File: config.mk
export PLATFORM = sky130hd
export DESIGN_NAME = lssl_top
export DESIGN_NICKNAME = d
export VERILOG_FILES = /design/src/include/lssl_pkg.sv /design/src/rtl/lssl_buffer.sv /design/src/rtl/lssl_top.sv
export VERILOG_INCLUDE_DIRS = /design/src /design/src/include
export SDC_FILE = /design/constraint.sdc
export NUM_CORES = 1
export LEC_CHECK = 0
export ABC_CLOCK_PERIOD_IN_PS = 1800
export BUFFER_PORTS_ARGS = -buffer_cell sky130_fd_sc_hd__buf_2
export CAP_MARGIN = 20
export CORE_MARGIN = 2
export CORE_UTILIZATION = 50
export CTS_BUF_LIST = sky130_fd_sc_hd__clkbuf_16
export CTS_CLUSTER_SIZE = 28
export DETAILED_ROUTE_END_ITERATION = 10
export PLACE_DENSITY = 0.73
export SYNTH_ARGS = -nofsm -noshare
export SYNTH_HDL_FRONTEND = slang
export SYNTH_SLANG_ARGS = --single-unit
File: constraint.sdc
create_clock -name clk_sys -period 1.8 [get_ports clk_sys]
set_input_delay 0.36 -clock clk_sys [delete_from_list [all_inputs] [get_ports clk_sys]]
set_output_delay 0.36 -clock clk_sys [all_outputs]
set_load 0.05 [all_outputs]
File: src/include/lssl_consts.svh
// Constants of the LED sink shift and latch block.
`ifndef LSSL_CONSTS_SVH
`define LSSL_CONSTS_SVH

// ----------------------------------------
// Structure
// ----------------------------------------
`define LSSL_CHANNELS        16
`define LSSL_BUF_DEPTH       2
`define LSSL_SYNC_STAGES     2

// ----------------------------------------
// Reset values
// ----------------------------------------
`define LSSL_SHIFT_RESET     16'h0000
`define LSSL_LATCH_RESET     16'h0000
`define LSSL_SINKS_RESET     16'h0000

// ----------------------------------------
// Timing
// ----------------------------------------
`define LSSL_SYS_CLK_MHZ     25
`define LSSL_SCLK_MAX_MHZ    30
`define LSSL_SCLK_PULSE_NS   15
`define LSSL_SCLK_PULSE_CYC  ((`LSSL_SCLK_PULSE_NS * `LSSL_SYS_CLK_MHZ + 999) / 1000)

// ----------------------------------------
// Thermal protection
// ----------------------------------------
`define LSSL_SHUTDOWN_TEMP_C 175
`define LSSL_RESTART_HYST_C  15
`define LSSL_RESTART_TEMP_C  (`LSSL_SHUTDOWN_TEMP_C - `LSSL_RESTART_HYST_C)

`endif

File: src/include/lssl_pkg.sv
// Types of the LED sink shift and latch block.
package lssl_pkg;

	// ----------------------------------------
	// Serial bit carried through the buffer
	// ----------------------------------------
	typedef struct packed {
		logic data;
	} lssl_bit_type;

	// ----------------------------------------
	// Synchronised pin levels
	// ----------------------------------------
	typedef struct packed {
		logic serialClk;
		logic serialIn;
		logic latchStrobe;
		logic blank;
		logic overTemp;
		logic coolDown;
	} lssl_pins_type;

	// ----------------------------------------
	// Thermal protection states
	// ----------------------------------------
	typedef enum logic [0:0] {
		LSSL_THERM_RUN = 1'b0,
		LSSL_THERM_OFF = 1'b1
	} lssl_therm_type;

endpackage

File: src/rtl/lssl_buffer.sv
// Two-entry buffer with valid and ready on both sides.
`timescale 1ns/1ps
`default_nettype none

module lssl_buffer #(
	parameter int WIDTH = 1,
	parameter int DEPTH = 2
) (
	// Clock and reset
	input  wire logic             clk_sys,
	input  wire logic             reset,
	// Filling side
	input  wire logic             inValid,
	output logic                  inReady,
	input  wire logic [WIDTH-1:0] inData,
	// Draining side
	output logic                  outValid,
	input  wire logic             outReady,
	output logic      [WIDTH-1:0] outData
);

	localparam int PW = (DEPTH > 1) ? $clog2(DEPTH) : 1;

	logic [WIDTH-1:0] store [DEPTH];
	logic [PW-1:0]    writePtr;
	logic [PW-1:0]    readPtr;
	logic [PW:0]      count;
	logic             doPush;
	logic             doPop;

	// The fill level is one bit wider than the pointers, so full is compared at that width.
	assign inReady  = (count != (PW+1)'(DEPTH));
	assign outValid = (count != '0);
	assign outData  = store[readPtr];
	assign doPush   = inValid && inReady;
	assign doPop    = outValid && outReady;

	// ----------------------------------------
	// Storage
	// ----------------------------------------
	always_ff @(posedge clk_sys) begin
		if (doPush) begin
			store[writePtr] <= inData;
		end
	end

	// ----------------------------------------
	// Pointers and fill level
	// ----------------------------------------
	always_ff @(posedge clk_sys) begin
		if (reset) begin
			writePtr <= '0;
			readPtr  <= '0;
			count    <= '0;
		end else begin
			if (doPush) begin
				writePtr <= (writePtr == PW'(DEPTH - 1)) ? '0 : writePtr + PW'(1);
			end
			if (doPop) begin
				readPtr <= (readPtr == PW'(DEPTH - 1)) ? '0 : readPtr + PW'(1);
			end
			if (doPush && !doPop) begin
				count <= count + (PW+1)'(1);
			end else if (doPop && !doPush) begin
				count <= count - (PW+1)'(1);
			end
		end
	end

endmodule
`default_nettype wire

File: src/rtl/lssl_top.sv
// Shift register, output latch and channel gating of the LED sink driver.
//
// Overview of operation
// - Sixteen shift stages and sixteen output latches.
// - Rising serial clock shifts; falling does nothing.
// - Serial output shows the last stage.
// - Newest bit channel 0, oldest channel 15.
// - Strobe high: latches follow shift register.
// - Strobe low: latches hold their value.
// - Blanking low: channels follow latched bits.
// - Blanking high: all channels off, data kept.
// - Undriven strobe reads low.
// - Undriven blanking reads high.
// - Overheat forces off until hysteresis cooled.
`include "lssl_consts.svh"
`timescale 1ns/1ps
`default_nettype none

module lssl_top (
	// Clock and reset
	input  wire logic                        clk_sys,
	input  wire logic                        reset,
	// Serial pins
	input  wire logic                        serialClk,
	input  wire logic                        serial_in,
	output logic                             serial_out,
	// Strobe pin with its driven flag
	input  wire logic                        latch_strobe,
	input  wire logic                        latchStrobeDriven,
	// Active-high blanking pin with its driven flag
	input  wire logic                        blankN,
	input  wire logic                        blankNDriven,
	// Temperature comparators
	input  wire logic                        overTemp,
	input  wire logic                        coolDown,
	// Buffer control and status
	input  wire logic                        shiftHold,
	output logic                             bitReady,
	output logic                             bitDropped,
	// Channel controls
	output logic [`LSSL_CHANNELS-1:0]        channel_sinks,
	output logic                             thermalOff
);

	// ----------------------------------------
	// Declarations
	// ----------------------------------------
	lssl_pkg::lssl_pins_type   rawPins;
	lssl_pkg::lssl_pins_type   syncFirst;
	lssl_pkg::lssl_pins_type   syncPins;
	lssl_pkg::lssl_bit_type    pushBit;
	lssl_pkg::lssl_bit_type    popBit;
	lssl_pkg::lssl_therm_type  thermState;
	lssl_pkg::lssl_therm_type  next_thermState;
	logic                      prevSerialClk;
	logic                      prevStrobe;
	logic                      clkRise;
	logic                      strobeFall;
	logic                      popValid;
	logic                      popReady;
	logic                      doShift;
	logic [`LSSL_CHANNELS-1:0] shiftReg;
	logic [`LSSL_CHANNELS-1:0] latchReg;
	logic [`LSSL_CHANNELS-1:0] next_sinks;

	function automatic logic risingEdge(input logic prev, input logic cur);
		risingEdge = !prev && cur;
	endfunction

	// ----------------------------------------
	// Pad resolution
	// ----------------------------------------
	always_comb begin
		rawPins.serialClk   = serialClk;
		rawPins.serialIn    = serial_in;
		rawPins.latchStrobe = latchStrobeDriven ? latch_strobe : 1'b0;
		rawPins.blank       = blankNDriven ? blankN : 1'b1;
		rawPins.overTemp    = overTemp;
		rawPins.coolDown    = coolDown;
	end

	// ----------------------------------------
	// Input synchronisers
	// ----------------------------------------
	// Data and clock share the same two-stage path, so the host must hold
	// serial data for a full system cycle around its clock edge.
	always_ff @(posedge clk_sys) begin
		if (reset) begin
			syncFirst <= '0;
			syncPins  <= '0;
		end else begin
			syncFirst <= rawPins;
			syncPins  <= syncFirst;
		end
	end

	always_ff @(posedge clk_sys) begin
		if (reset) begin
			prevSerialClk <= 1'b0;
			prevStrobe    <= 1'b0;
		end else begin
			prevSerialClk <= syncPins.serialClk;
			prevStrobe    <= syncPins.latchStrobe;
		end
	end

	// Only rising edges of the serial clock are taken.
	assign clkRise    = risingEdge(prevSerialClk, syncPins.serialClk);
	assign strobeFall = risingEdge(syncPins.latchStrobe, prevStrobe);

	// ----------------------------------------
	// Bit buffer
	// ----------------------------------------
	// A held shifter would otherwise lose bits; two entries cover a short
	// hold, and a longer one is reported as a dropped bit.
	assign pushBit.data = syncPins.serialIn;
	assign popReady     = !shiftHold;
	assign doShift      = popValid && popReady;

	lssl_buffer #(
		.WIDTH ($bits(lssl_pkg::lssl_bit_type)),
		.DEPTH (`LSSL_BUF_DEPTH)
	) bitBuffer (
		.clk_sys  (clk_sys),
		.reset    (reset),
		.inValid  (clkRise),
		.inReady  (bitReady),
		.inData   (pushBit),
		.outValid (popValid),
		.outReady (popReady),
		.outData  (popBit)
	);

	always_ff @(posedge clk_sys) begin
		if (reset) begin
			bitDropped <= 1'b0;
		end else if (clkRise && !bitReady) begin
			bitDropped <= 1'b1;
		end
	end

	// ----------------------------------------
	// Shift register
	// ----------------------------------------
	// Cleared by reset although contents are undefined at power-up.
	always_ff @(posedge clk_sys) begin
		if (reset) begin
			shiftReg <= `LSSL_SHIFT_RESET;
		end else if (doShift) begin
			shiftReg <= {shiftReg[`LSSL_CHANNELS-2:0], popBit.data};
		end
	end

	// Last stage drives the serial output.
	assign serial_out = shiftReg[`LSSL_CHANNELS-1];

	// ----------------------------------------
	// Output latch
	// ----------------------------------------
	always_ff @(posedge clk_sys) begin
		if (reset) begin
			latchReg <= `LSSL_LATCH_RESET;
		end else if (syncPins.latchStrobe) begin
			latchReg <= shiftReg;
		end
	end
	// Hold happens by not loading while the strobe is low.

	// ----------------------------------------
	// Thermal protection
	// ----------------------------------------
	always_comb begin
		next_thermState = thermState;
		case (thermState)
			lssl_pkg::LSSL_THERM_RUN: begin
				if (syncPins.overTemp) begin
					next_thermState = lssl_pkg::LSSL_THERM_OFF;
				end
			end
			lssl_pkg::LSSL_THERM_OFF: begin
				// Restart only once cooled by the hysteresis.
				if (syncPins.coolDown && !syncPins.overTemp) begin
					next_thermState = lssl_pkg::LSSL_THERM_RUN;
				end
			end
			default: begin
				next_thermState = lssl_pkg::LSSL_THERM_OFF;
			end
		endcase
	end

	always_ff @(posedge clk_sys) begin
		if (reset) begin
			thermState <= lssl_pkg::LSSL_THERM_RUN;
		end else begin
			thermState <= next_thermState;
		end
	end

	assign thermalOff = (thermState == lssl_pkg::LSSL_THERM_OFF);

	// ----------------------------------------
	// Channel gating
	// ----------------------------------------
	genvar ch;
	generate
		for (ch = 0; ch < `LSSL_CHANNELS; ch++) begin : gChannel
			// One sinks when unblanked and cool.
			assign next_sinks[ch] = latchReg[ch] && !syncPins.blank && !thermalOff;
		end
	endgenerate

	always_ff @(posedge clk_sys) begin
		if (reset) begin
			channel_sinks <= `LSSL_SINKS_RESET;
		end else begin
			channel_sinks <= next_sinks;
		end
	end
endmodule
`default_nettype wire

==> results.json <==
{
  "drv_cap": 0,
  "syn_avg_cell_area_um2": 10.7,
  "worstPathRequired_ns": 2.05,
  "cts_tree": "yes",
  "h-tree-depth": 3,
  "fp.dieW_um": 72.3,
  "worst_slack_ns": 0.194,
  "endpoint_kind": "flip-flop",
  "period_minus_slack_ns": 1.61,
  "globalplace.congestion": 0.753,
  "antenna_left": 0,
  "final_hold_viol_count": 0,
  "async_reset_ff_frac": 0,
  "clk_latency_ns": 0.32,
  "yosys.area.top_type_share": 0.575,
  "viasPerCell": 4.69,
  "grt_start_max_net_pins": 36,
  "slew_violations": 0,
  "rows": 24,
  "clkSlewWorstSetupHoldPaths_ns": 0.05,
  "ys_seq_area_frac": 0.601,
  "n_antenna_cell": 0,
  "clockBufferDepth": 2,
  "worstMarginPinSlew_ns": 0.528,
  "synth-edff-count": 2,
  "hold_buffers": 0,
  "core_area_um2": 4410,
  "crit_arrival_ns": 1.86,
  "drtIter0Drc": 58,
  "finClkSkew_ns": 0.00531,
  "via_count": 1443,
  "fin_nets": 263,
  "netlist_instances": 218,
  "cts_setup_buffers": 0,
  "grt_use_total": 0.157,
  "pre_cts_slack_ns": 0.0935,
  "hpwlAfterDp_um": 2070,
  "fp.dieH_um": 72.3,
  "layout_commonest_cell": "dfxtp_1",
  "status": "finished, final reports clean",
  "numCtsBuffers": 9,
  "start_kind": "flip-flop",
  "timing.setup.tns_ns": 0,
  "routedWlPerCell_um": 11.0,
  "setup_viol": 0,
  "area_growth_pct": 19.8,
  "yosysUniqueCellTypes": 28,
  "rsz0062_at_grt": "no",
  "io_buffers": 30,
  "cp_max_fo": 4,
  "reg2reg_slack_ns": 0.19,
  "yosys_warnings": 0,
  "drc": 0,
  "slew_headroom": 0.647,
  "hold_path.class": "input port to flip-flop",
  "totalPowerFinal_mw": 3.72,
  "path_class": "flip-flop to flip-flop",
  "grt_pass1_vias": 1389,
  "antenna_found_initial": 0,
  "dr.pass1.iters": 4,
  "drive_above_1_share": 0.270,
  "cts_resized": 0,
  "synth.largest_area_cell": "dfxtp_1",
  "ys_ff_latch": 69,
  "worst_hold_slack_ns": 0.215,
  "wl_um": 3380,
  "grt_pass1_wl_um": 6080,
  "io_pins": 31,
  "synth-main-ff-cell": "dfxtp_1",
  "dieArea_um2": 5230,
  "layout_common_cells": "dfxtp_1 (67), buf_2 (30), nor2_1 (23), nand2_1 (22)",
  "syn-cell-area_um2": 2330,
  "timing.fmax_mhz": 623,
  "vdd_drop_max_mv": 0.816,
  "start_util": 0.529,
  "leakage_nw": 1.14,
  "power_density_nw_per_um2": 1330,
  "grt_overflow": 0,
  "finalCritPeriodShare": 0.892,
  "root_buffer": "clkbuf_16",
  "synthesis.nets": 230,
  "ys_top_cells_by_area": "dfxtp_1 (57%), mux2i_1 (7.3%), and2_1 (4.6%)",
  "cts.sinks": 69
}
metal layers:
metal,global-route usage,share of wire,up-vias
met2,0.230,0.44,35
met5,0,0,-
met4,0.103,0.027,0
met3,0.0667,0.056,12
li1,-,-,762
met1,0.186,0.47,634
final timing paths:
check                      from                 end  depth (start not counted)
max          bitBuffer.count[1]  bitBuffer.count[1]                          5
min                blankNDriven        syncFirst[2]                          2
max reg2reg  bitBuffer.count[1]  bitBuffer.count[1]                          5
min reg2reg        syncFirst[3]         syncPins[3]                          1
report_power, final:
| group | switching, mW | internal (mW) | total, mW | leakage (nW) |
|---|---|---|---|---|
| Sequential | 0.0396 | 1.59 | 1.63 | 0.562 |
| Clock | 0.596 | 1.13 | 1.73 | 0.154 |
| Combinational | 0.237 | 0.124 | 0.360 | 0.421 |
| Total | 0.872 | 2.85 | 3.72 | 1.14 |
sequential cells by signal, indices dropped and copies added, names as in the netlist:
register,count
channel_sinks,16
bitBuffer.writePtr,1
prevSerialClk,1
bitDropped,1
bitBuffer.count,2
thermalOff,1
shiftReg,16
bitBuffer.store,2
latchReg,16
syncFirst,6
bitBuffer.readPtr,1
pushBit,1
syncPins,5
metrics by stage:
step / area [µm²] / utilization / cells
floorplan: 2330 / - / 218
global placement: 2490 / 0.565 / 292
detailed placement: 2490 / 0.565 / 292
CTS: 2800 / 0.634 / 308
global route: 2800 / 0.634 / 308
finish: 2800 / 0.634 / 308
cells in the mapped netlist (3+ instances only):
library cell / instances
dfxtp_1: 67
inv_1: 4
a21oi_1: 10
nand2_2: 9
and2_1: 17
nor2b_1: 12
nor2_1: 23
a21oi_2: 9
buf_2: 3
clkbuf_1: 3
mux2i_1: 17
nand2_1: 22
kinds of logic after synthesis:
family,count (synthesis),synth area share
AND/OR/NAND/NOR,87,0.189
flip-flops,69,0.601
AO/OA/AOI/OAI,24,0.0735
buffers and inverters,17,0.0472
multiplexers,17,0.0729
XOR/XNOR,3,0.0113
adder cells (fa/ha/maj),1,0.00536
worst max-delay path, stage by stage, from the launching register on:
cell     delay [ns]
dfxtp_1        0.36
nor2b_1        0.26
nor2_1         0.11
ha_1           0.32
or3_1          0.35
a21oi_1        0.14
final cells by class:
class | count | area (µm²)
Clock buffer | 10 | 250
Multi-Input combinational cell | 132 | 822
Timing Repair Buffer | 34 | 180
Sequential cell | 69 | 1400
Tap cell | 52 | 65.1
Fill cell | 358 | 1620
Inverter | 5 | 26.3
Clock inverter | 6 | 51.3
Power figures use the tool's default switching activity.
